--- src/hw/time_manager_cfg.svh ---
// Contract
// - The node is the root master of the tree network and the only time source for user nodes.
// - Whole seconds go out as a memory-write word and the sub-second part as time codes.
// - Time codes go ahead of every other traffic on the link.
// - The node has exactly five modes: power-on, time initial, unsynchronized, transition, synced.
// - When synchronized the time indicator follows atomic time, second for second.
// - Lock-on first passes through transition, where seconds are stretched until aligned.
// - When unsynchronized the node counts from its own quartz, epoch default or loaded.
// - Time initial loads the epoch by command; power-on and time initial are commissioning only.
// - No time writes or time codes go into the attitude-control network.
// - The time indicator is a 38-bit count of 1/64 s: 32 bits of seconds, 6 bits of ticks.
// - Transition ends once the internal and receiver second pulses differ by under 1 us.
`ifndef TIME_MANAGER_CFG_SVH
`define TIME_MANAGER_CFG_SVH

// ----------------------------------------
// Clock and timing
// ----------------------------------------
`define TM_CLK_NS 8
`define TM_TICK_NS 15625000
`define TM_TICK_CYCLES (`TM_TICK_NS / `TM_CLK_NS)
`define TM_STRETCH_NS 1000
`define TM_STRETCH_CYCLES ((`TM_STRETCH_NS + `TM_CLK_NS - 1) / `TM_CLK_NS)
`define TM_ALIGN_NS 1000
`define TM_ALIGN_CYCLES (`TM_ALIGN_NS / `TM_CLK_NS)
`define TM_MHZ_TIMEOUT_NS 2000
`define TM_MHZ_TIMEOUT_CYCLES (`TM_MHZ_TIMEOUT_NS / `TM_CLK_NS)

// ----------------------------------------
// Time indicator layout
// ----------------------------------------
`define TM_TI_BITS 38
`define TM_SUB_BITS 6
`define TM_SEC_BITS 32
`define TM_SUB_LAST 6'h3f
`define TM_SUB_ZERO 6'h00
`define TM_TI_RESET 38'h00_0000_0000

`endif

--- src/hw/time_manager_pkg.sv ---
package time_manager_pkg;

  typedef enum logic [2:0] {
    MODE_POWER_ON,
    MODE_TIME_INITIAL,
    MODE_UNSYNC,
    MODE_TRANSITION,
    MODE_SYNC
  } time_mode_t;

endpackage

--- src/hw/time_manager_node.sv ---
`timescale 1ns/1ps
`default_nettype none
`include "time_manager_cfg.svh"

module time_manager_node #(
  parameter int unsigned TICK_CYCLES = `TM_TICK_CYCLES
) (
  // Clock and reset
  input wire logic clk_sys,
  input wire logic rst,
  // Navigation receiver pins
  input wire logic second_pulse,
  input wire logic megahertz_pulse,
  input wire logic receiver_lock,
  input wire logic [31:0] atomic_time,
  // Commands
  input wire logic cmd_commission,
  input wire logic cmd_epoch_load,
  input wire logic [31:0] cmd_epoch,
  input wire logic cmd_start,
  input wire logic auto_sync_enable,
  // Distribution toward user nodes
  output logic time_code_valid,
  output logic [5:0] time_code,
  output logic second_write_valid,
  output logic [31:0] second_write_data,
  // Status
  output logic [37:0] time_indicator,
  output time_manager_pkg::time_mode_t mode,
  output logic internal_second_pulse
);

  localparam logic [20:0] TICK_LAST = 21'(TICK_CYCLES - 1);
  localparam logic [20:0] STRETCH = 21'(`TM_STRETCH_CYCLES);
  localparam logic [26:0] ALIGN = 27'(`TM_ALIGN_CYCLES);
  localparam logic [8:0] MHZ_TIMEOUT = 9'(`TM_MHZ_TIMEOUT_CYCLES);

  // ----------------------------------------
  // Receiver inputs
  // ----------------------------------------
  logic [2:0] pin_level;
  logic [2:0] pin_rise;
  logic [31:0] atomic_meta;
  logic [31:0] atomic_sync;
  logic [31:0] next_atomic_meta;
  logic [31:0] next_atomic_sync;
  logic rx_second;
  logic lock_level;
  logic mhz_rise;

  pin_sync #(.WIDTH(3)) u_pin_sync (
    .clk_sys(clk_sys),
    .rst(rst),
    .pin({receiver_lock, megahertz_pulse, second_pulse}),
    .level(pin_level),
    .rise(pin_rise)
  );

  assign rx_second = pin_rise[0];
  assign mhz_rise = pin_rise[1];
  assign lock_level = pin_level[2];

  // Time word is settled well before the pulse, so a plain two-stage copy is enough
  always_comb begin
    next_atomic_meta = atomic_time;
    next_atomic_sync = atomic_meta;
  end

  always_ff @(posedge clk_sys) begin
    if (rst) begin
      atomic_meta <= '0;
      atomic_sync <= '0;
    end else begin
      atomic_meta <= next_atomic_meta;
      atomic_sync <= next_atomic_sync;
    end
  end

  // ----------------------------------------
  // Receiver health
  // ----------------------------------------
  // Lock alone is not trusted: a dead megahertz train drops the lock too
  logic [8:0] mhz_idle;
  logic [8:0] next_mhz_idle;
  logic lock_ok;

  always_comb begin
    if (mhz_rise) begin
      next_mhz_idle = '0;
    end else if (mhz_idle != MHZ_TIMEOUT) begin
      next_mhz_idle = mhz_idle + 9'h001;
    end else begin
      next_mhz_idle = mhz_idle;
    end
  end

  always_ff @(posedge clk_sys) begin
    if (rst) begin
      mhz_idle <= MHZ_TIMEOUT;
    end else begin
      mhz_idle <= next_mhz_idle;
    end
  end

  assign lock_ok = lock_level && (mhz_idle != MHZ_TIMEOUT) && auto_sync_enable;

  // ----------------------------------------
  // Mode and time indicator
  // ----------------------------------------
  time_manager_pkg::time_mode_t next_mode;
  logic [37:0] next_time_indicator;
  logic [20:0] tick_cnt;
  logic [20:0] next_tick_cnt;
  logic [26:0] phase_cnt;
  logic [26:0] next_phase_cnt;
  logic [26:0] rx_since;
  logic [26:0] next_rx_since;
  logic [20:0] tick_limit;
  logic running;
  logic in_sync;
  logic tick_end;
  logic sec_boundary;
  logic code_event;
  logic aligned;
  logic [5:0] sub;
  logic [31:0] seconds;

  assign sub = time_indicator[`TM_SUB_BITS-1:0];
  assign seconds = time_indicator[`TM_TI_BITS-1:`TM_SUB_BITS];
  assign running = (mode == time_manager_pkg::MODE_UNSYNC) ||
                   (mode == time_manager_pkg::MODE_TRANSITION) ||
                   (mode == time_manager_pkg::MODE_SYNC);
  assign in_sync = (mode == time_manager_pkg::MODE_SYNC);

  assign tick_limit = (mode == time_manager_pkg::MODE_TRANSITION) ? TICK_LAST + STRETCH : TICK_LAST;
  // A fallback out of a stretched tick can leave the count past the shorter limit
  assign tick_end = running && (tick_cnt >= tick_limit);
  assign sec_boundary = in_sync ? rx_second : (tick_end && (sub == `TM_SUB_LAST));
  assign code_event = in_sync ? (rx_second || (tick_end && (sub != `TM_SUB_LAST))) : tick_end;
  assign aligned = (rx_second && (phase_cnt < ALIGN)) || (sec_boundary && (rx_since < ALIGN));

  always_comb begin
    next_mode = mode;
    next_time_indicator = time_indicator;
    next_tick_cnt = tick_cnt;
    next_phase_cnt = (phase_cnt == '1) ? phase_cnt : phase_cnt + 27'h000_0001;
    next_rx_since = (rx_since == '1) ? rx_since : rx_since + 27'h000_0001;
    if (sec_boundary) begin
      next_phase_cnt = '0;
    end
    if (rx_second) begin
      next_rx_since = '0;
    end
    if (running) begin
      if (tick_end) begin
        next_tick_cnt = '0;
      end else if (tick_cnt != tick_limit) begin
        next_tick_cnt = tick_cnt + 21'h00_0001;
      end
    end
    if (in_sync && rx_second) begin
      next_time_indicator = {atomic_sync, `TM_SUB_ZERO};
      next_tick_cnt = '0;
    end else if (tick_end && !(in_sync && (sub == `TM_SUB_LAST))) begin
      next_time_indicator = time_indicator + 38'h00_0000_0001;
    end
    case (mode)
      time_manager_pkg::MODE_POWER_ON: begin
        if (cmd_commission) begin
          next_mode = time_manager_pkg::MODE_TIME_INITIAL;
        end
      end
      time_manager_pkg::MODE_TIME_INITIAL: begin
        if (cmd_epoch_load) begin
          next_time_indicator = {cmd_epoch, `TM_SUB_ZERO};
          next_tick_cnt = '0;
        end
        if (cmd_start) begin
          next_mode = time_manager_pkg::MODE_UNSYNC;
        end
      end
      time_manager_pkg::MODE_UNSYNC: begin
        if (cmd_epoch_load) begin
          next_time_indicator = {cmd_epoch, `TM_SUB_ZERO};
          next_tick_cnt = '0;
        end
        if (lock_ok) begin
          next_mode = time_manager_pkg::MODE_TRANSITION;
        end
      end
      time_manager_pkg::MODE_TRANSITION: begin
        if (!lock_ok) begin
          next_mode = time_manager_pkg::MODE_UNSYNC;
        end else if (aligned) begin
          next_mode = time_manager_pkg::MODE_SYNC;
        end
      end
      time_manager_pkg::MODE_SYNC: begin
        if (!lock_ok) begin
          next_mode = time_manager_pkg::MODE_UNSYNC;
        end
      end
      default: begin
        next_mode = time_manager_pkg::MODE_POWER_ON;
      end
    endcase
  end

  always_ff @(posedge clk_sys) begin
    if (rst) begin
      mode <= time_manager_pkg::MODE_POWER_ON;
      time_indicator <= `TM_TI_RESET;
      tick_cnt <= '0;
      phase_cnt <= '0;
      rx_since <= '1;
    end else begin
      mode <= next_mode;
      time_indicator <= next_time_indicator;
      tick_cnt <= next_tick_cnt;
      phase_cnt <= next_phase_cnt;
      rx_since <= next_rx_since;
    end
  end

  // ----------------------------------------
  // Distribution
  // ----------------------------------------
  // Only one link port exists; the attitude network gets nothing from here.
  // no attitude distribution
  logic next_time_code_valid;
  logic [5:0] next_time_code;
  logic next_second_write_valid;
  logic [31:0] next_second_write_data;
  logic write_pending;
  logic next_write_pending;
  logic next_internal_second_pulse;

  always_comb begin
    next_time_code_valid = code_event;
    next_time_code = next_time_indicator[`TM_SUB_BITS-1:0];
    next_internal_second_pulse = sec_boundary;
    next_second_write_data = second_write_data;
    next_write_pending = write_pending || sec_boundary;
    next_second_write_valid = 1'b0;
    if (sec_boundary) begin
      next_second_write_data = next_time_indicator[`TM_TI_BITS-1:`TM_SUB_BITS];
    end
    if (next_write_pending && !code_event) begin
      next_second_write_valid = 1'b1;
      next_write_pending = 1'b0;
    end
  end

  always_ff @(posedge clk_sys) begin
    if (rst) begin
      time_code_valid <= 1'b0;
      time_code <= `TM_SUB_ZERO;
      second_write_valid <= 1'b0;
      second_write_data <= '0;
      write_pending <= 1'b0;
      internal_second_pulse <= 1'b0;
    end else begin
      time_code_valid <= next_time_code_valid;
      time_code <= next_time_code;
      second_write_valid <= next_second_write_valid;
      second_write_data <= next_second_write_data;
      write_pending <= next_write_pending;
      internal_second_pulse <= next_internal_second_pulse;
    end
  end

endmodule

`default_nettype wire

--- src/hw/pin_sync.sv ---
`timescale 1ns/1ps
`default_nettype none

module pin_sync #(
  parameter int unsigned WIDTH = 3
) (
  // Clock and reset
  input wire logic clk_sys,
  input wire logic rst,
  // Asynchronous pins
  input wire logic [WIDTH-1:0] pin,
  // Synchronised level and rising edge
  output logic [WIDTH-1:0] level,
  output logic [WIDTH-1:0] rise
);

  logic [WIDTH-1:0] meta;
  logic [WIDTH-1:0] prev;
  logic [WIDTH-1:0] next_meta;
  logic [WIDTH-1:0] next_level;
  logic [WIDTH-1:0] next_prev;

  // Edge detect looks only at the second stage and later
  always_comb begin
    next_meta = pin;
    next_level = meta;
    next_prev = level;
  end

  always_ff @(posedge clk_sys) begin
    if (rst) begin
      meta <= '0;
      level <= '0;
      prev <= '0;
    end else begin
      meta <= next_meta;
      level <= next_level;
      prev <= next_prev;
    end
  end

  assign rise = level & ~prev;

endmodule

`default_nettype wire

--- config.mk ---
export PLATFORM = sky130hd
export DESIGN_NAME = time_manager_node
export DESIGN_NICKNAME = d
export VERILOG_FILES = /design/src/hw/time_manager_pkg.sv /design/src/hw/time_manager_node.sv /design/src/hw/pin_sync.sv
export VERILOG_INCLUDE_DIRS = /design/src /design/src/hw
export SDC_FILE = /design/constraint.sdc
export NUM_CORES = 1
export LEC_CHECK = 0
export ABC_AREA = 1
export BUFFER_PORTS_ARGS = -buffer_cell sky130_fd_sc_hd__buf_2
export CORE_MARGIN = 5
export CORE_UTILIZATION = 40
export CTS_CLUSTER_DIAMETER = 40
export CTS_CLUSTER_SIZE = 12
export DETAILED_ROUTE_END_ITERATION = 6
export GPL_TIMING_DRIVEN = 0
export PLACE_DENSITY = 0.61
export SYNTH_ARGS = -nofsm -noshare
export SYNTH_HDL_FRONTEND = slang
export SYNTH_SLANG_ARGS = --single-unit
--- constraint.sdc ---
create_clock -name clk_sys -period 7.1 [get_ports clk_sys]
set_clock_uncertainty 0.15 [all_clocks]
set_input_delay 1.42 -clock clk_sys [delete_from_list [all_inputs] [get_ports clk_sys]]
set_output_delay 1.42 -clock clk_sys [all_outputs]
set_load 0.05 [all_outputs]
Word level (Yosys, flattened, before mapping)
Cells that the tools add are included.
W data, S select, Z words.
- bits in registers: 239
- bits in latches: 0
- memory bits (writable): 0
- memory bits (read-only): 0
- input port bits: 73
- memories: 0
- add/subtract/negate cells: 5
- $mul: 0
- divide/modulo/power cells: 0
- magnitude comparators: 3
- equality and inequality tests: 16
- shift operators: 0
- muxes and demuxes: 25
- bitwise gates (word level): 2
- reduce and logical (&&, ||, !) cells: 25
- operators by type and width (cell ; count):
    $mux W38 ; 4
    $mux W21 ; 6
    $add A27 B1 Y27 const B ; 2
    $eq A27 B27 Y1 const B ; 2
    $lt A27 B7 Y1 const B ; 2
    $mux W27 ; 2
    $add A38 B1 Y38 const B ; 1
    $mux W8 ; 3
    $add A21 B1 Y21 const B ; 1
    $ge A21 B21 Y1 ; 1
    $ne A21 B21 Y1 ; 1
    $mux W3 ; 6
    $pmux W3 S5 ; 1
    $logic_and A1 B1 Y1 ; 11
    $ne A2 B2 Y1 const B ; 5
    $add A9 B1 Y9 const B ; 1
    $ne A9 B8 Y1 const B ; 1
    $reduce_or A2 Y1 ; 4
    $eq A3 B2 Y1 const B ; 2
    $eq A6 B6 Y1 const B ; 1
    $ne A6 B6 Y1 const B ; 1
    $logic_or A1 B1 Y1 ; 5
    $reduce_and A5 Y1 ; 1
    $eq A3 B1 Y1 const B ; 1
    8 further kinds ; 11

Logic depth before layout (Yosys ltp)
- depth in word-level cells: 11
- depth in mapped cells: 18

Modules after synthesis
A second synthesis with hierarchy kept.
- cells, all modules: 1744
- area total of the unflattened synthesis: 11760.0 um^2
- by module, submodules not included (module ; instances ; cells each ; area an instance (um^2) ; seq. area each (um^2)):
    time_manager_node ; 1 ; 1713 ; 11489.8 ; 4504.3
    pin_sync ; 1 ; 31 ; 270.3 ; 180.2

Worst setup path after synthesis
OpenSTA, ideal clock, no wires.
- path type: register to register
- start: register mode[1]
- end: register second_write_data[11]
- setup time: 0.113 ns
- data arrival time: 2.476 ns
- data required time: 6.837 ns
- slack: 4.361 ns
- cell stages (with the launch flop): 19
- period minus slack after synthesis: 2.739 ns
- cells stage by stage: dfxtp_1 > inv_2 > nor2_4 > nand2_2 > ha_1 > nand2_1 > nor2_1 > nand2_1 > nor2_1 > nand2_2 > nand2_4 > nand3_2 > nand2_2 > inv_4 > nand2_8 > inv_4 > buf_4 > nand2_1 > nand2_1
- cells in the longest elaborated chain, start to end: 9
- elaborated cells between the ends (all ways): 20
- RTL lines (element ; line ; RTL):
    from (decl) ; time_manager_node.sv:29 ; output time_manager_pkg::time_mode_t mode,
    from (signal assigned) ; time_manager_node.sv:211 ; mode <= time_manager_pkg::MODE_POWER_ON;
    from (signal assigned) ; time_manager_node.sv:217 ; mode <= next_mode;
    $eq A3 B2 Y1 (on tied branches) ; n/a ;
    $mux W8 or $logic_or A1 B1 Y1 (tied branches) ; time_manager_node.sv:135, time_manager_node.sv:130 ;
    $ge A21 B21 Y1 or $logic_or A1 B1 Y1 (tied branches) ; time_manager_node.sv:137, time_manager_node.sv:131 ;
    $logic_and A1 B1 Y1 ; time_manager_node.sv:137 ; assign tick_end = running && (tick_cnt >= tick_limit);
    $logic_and A1 B1 Y1 ; time_manager_node.sv:164 ; end else if (tick_end && !(in_sync && (sub == `TM_SUB_LAST))) begin
    $mux W38 ; time_manager_node.sv:164 ;
    $mux W38 ; time_manager_node.sv:161 ; if (in_sync && rx_second) begin
    $mux W38 ; time_manager_node.sv:174, time_manager_node.sv:183 ;
    $mux W38 ; n/a ;
    to (signal assigned) ; time_manager_node.sv:266 ; second_write_data <= next_second_write_data;
    to (decl) ; time_manager_node.sv:26 ; output logic [31:0] second_write_data,
Several ways; a longest one is shown, not always the timed one.
A chain may end at the register's enable or synchronous reset.

Worst setup path after layout
- start: register time_indicator[0]
- end: output port time_indicator[0]
- RTL lines (element ; line ; RTL):
    from (decl) ; time_manager_node.sv:28 ; output logic [37:0] time_indicator,
    from (signal assigned) ; time_manager_node.sv:212 ; time_indicator <= `TM_TI_RESET;
    from (signal assigned) ; time_manager_node.sv:218 ; time_indicator <= next_time_indicator;
No word-level cell between the ends.

==> flow_metrics.env <==
export IMPL_status="finished, final reports clean"
export IMPL_placed_area_sq_um=13200
export IMPL_worst_pin_slew_ns=0.898
export IMPL_cts_buffers=35
export IMPL_critPathCaptureType="output port"
export IMPL_syn_to_final_growth_pct=21.2
export IMPL_numClockSinks=233
export IMPL_synth_top_cell_by_area="dfxtp_1"
export IMPL_cp_arrival_ns=1.46
export IMPL_cp_required_ns=5.53
export IMPL_pwr_density_cell_nw_per_um2=341
export IMPL_hp_class="register to register"
export IMPL_drive_above_1_share=0.167
export IMPL_synth_distinct_cells=51
export IMPL_syn_inst=1784
export IMPL_synth_nets=1864
export IMPL_final_design_area_no_fill_sq_um=14400
export IMPL_synth_main_ff_cell="dfxtp_1"
export IMPL_dp_final_hpwl_um=28500
export IMPL_grt_setup_unrepaired="no"
export IMPL_relSlewSlack=0.397
export IMPL_grt_pass1_vias=11100
export IMPL_clkTransAtPathRegs_ns=0.06
export IMPL_timing_rr_start="time_indicator[0]"
export IMPL_drc=0
export IMPL_slew_violations=0
export IMPL_clock_root_buffer="clkbuf_16"
export IMPL_cts_tree="done"
export IMPL_clock_fmax_mhz=330
export IMPL_cts_setup_buffers=0
export IMPL_synth_area_sq_um=11900
export IMPL_vias_per_cell=4.92
export IMPL_r2r_setup_slack_ns=4.23
export IMPL_drt_wl_total_um=36700
export IMPL_hold_violations=0
export IMPL_io_pins=155
export IMPL_diodes=0
export IMPL_grt_overflow=0
export IMPL_wl_per_cell_um=15.4
export IMPL_cts_max_level=2
export IMPL_setup_slack_ns=4.07
export IMPL_rows=63
export IMPL_leakagePower_nw=6.57
export IMPL_antenna_found_initial=0
export IMPL_nets=2055
export IMPL_core_sq_um=29500
export IMPL_die_w_um=182
export IMPL_postCtsHoldBufs=0
export IMPL_min_to="atomic_sync[1]"
export IMPL_async_flop_share=0
export IMPL_rr_endpoint="time_indicator[16]"
export IMPL_clk_latency_ns=0.51
export IMPL_io_buffers=154
export IMPL_ant_nets=0
export IMPL_drtIter0Drc=805
export IMPL_ir_worst_vdd_mv=0.178
export IMPL_place_congestion=0.915
export IMPL_cp_max_fo=8
export IMPL_post_cts_resized=0
export IMPL_ys_seq_elements=233
export IMPL_syn_area_per_cell_sq_um=6.67
export IMPL_crit_type="register to output port"
export IMPL_start_util=0.404
export IMPL_synthDominantCellAreaShare=0.392
export IMPL_r2r_cells=14
export IMPL_min_path_cells=2
export IMPL_ys_seq_area_frac=0.392
export IMPL_synth_edf_count=0
export IMPL_clk_path_buf_depth=3
export IMPL_fin_setup_tns_ns=0
export IMPL_max_cap_violations=0
export IMPL_fp_dieH_um=182
export IMPL_yosysWarningCount=0
export IMPL_synth_most_common_cell="nand2_1"
export IMPL_grt_max_degree=13
export IMPL_final_period_utilization=0.426
export IMPL_firstDrtPassIters=5
export IMPL_synth_common_cells="487 x nand2_1, 312 x nor2_1, 233 x dfxtp_1"
export IMPL_die_area_sq_um=33300
export IMPL_grt_usage=0.213
export IMPL_vias=11800
export IMPL_synth_area_leaders="dfxtp_1 39%, nand2_1 15%, nor2_1 9.8%, inv_1 6.2%, nand3_1 5.0%"
export IMPL_grt_pass1_wl_um=57800
export IMPL_worstSetupStartpointType="register"
export IMPL_setup_viol=0
export IMPL_dpl_worst_slack_ns=3.52
export IMPL_fin_crit_ns=3.03
export IMPL_min_delay_start="atomic_meta[1]"
export IMPL_post_route_util=0.489
-- per-layer routing --
layer,up-vias,global-route usage,wire (um)
li1,6049,-,-
met1,5347,0.288,17000
met2,293,0.344,16600
met3,74,0.0367,1950
met4,0,0.0718,1210
met5,-,0,0
-- flip-flops by register name, indices dropped and copies added, names as in the netlist, 9 cells and up --
| signal | flops |
|---|---|
| time_indicator | 38 |
| atomic_meta | 32 |
| atomic_sync | 32 |
| second_write_data | 32 |
| phase_cnt | 27 |
| rx_since | 27 |
| tick_cnt | 21 |
| mhz_idle | 9 |
-- critical path: stages (launching register included) --
cell and delay (ns):
dfxtp_1 0.54, buf_4 0.17, buf_2 0.25
-- worst max-delay path by stage --
stage	from	to	slack (ns)	depth (start not counted)
global route	rst	atomic_meta[16]	3.91	5
floorplan	mode[1]	second_write_data[11]	4.36	18
CTS	rst	u_pin_sync.prev[0]	4.04	5
global placement	rst	atomic_meta[15]	3.56	5
finish	time_indicator[0]	time_indicator[0]	4.07	2
detailed placement	rst	atomic_meta[16]	3.52	5
-- logic make-up (layout without fill, tap and decap cells) --
family,count (synthesis),after routing,synth area share
compound gates,147,147,0.0789
xor+xnor,39,39,0.0287
fa+ha+maj,7,7,0.00736
buf+inv,267,482,0.0944
flops,233,233,0.392
simple gates,1091,1091,0.399
-- layout make-up --
class / instances / area, sq um
Clock inverter: 19 / 294
Buffer: 57 / 330
Inverter: 210 / 793
Timing Repair Buffer: 154 / 771
Multi-Input combinational cell: 1284 / 6110
Tap cell: 390 / 488
Clock buffer: 42 / 973
Sequential cell: 233 / 4660
Fill cell: 3101 / 15100
-- through the flow --
stage / cells / power (W) / hold slack, ns
finish: 2389 / 0.00492 / 0.248
global route: 2389 / 0.00518 / 0.264
CTS: 2389 / 0.00494 / 0.251
detailed placement: 2328 / 0.00307 / 0.243
global placement: 2328 / 0.00306 / 0.241
floorplan: 1784 / 0.00267 / 0.238
-- placed cells by master (no fill, tap or decap), types with 10 or more instances in the layout --
cell	Yosys	final
nor2_1	312	312
or2_2	32	32
inv_2	12	12
a31oi_1	11	11
nor3_1	34	34
nand3_1	118	118
xnor2_1	17	17
clkbuf_1	30	31
dfxtp_1	233	233
nand2_1	487	487
nand3b_1	14	14
o21ai_0	31	31
nand4_1	39	39
or2_1	10	10
clkbuf_16	0	36
o21ai_2	24	24
buf_2	6	160
inv_1	195	195
buf_6	10	10
nor4_1	17	17
xor2_1	22	22
a21oi_1	48	48
-- report_power, final --
| group | switching, W | leakage (nW) | internal (W) | total (W) |
|---|---|---|---|---|
| combinational | 0.000975 | 4.05 | 0.000417 | 0.00139 |
| sequential | 0.000206 | 1.91 | 0.00146 | 0.00167 |
| clock | 0.000651 | 0.611 | 0.00121 | 0.00186 |
Power figures use the tool's default switching activity.
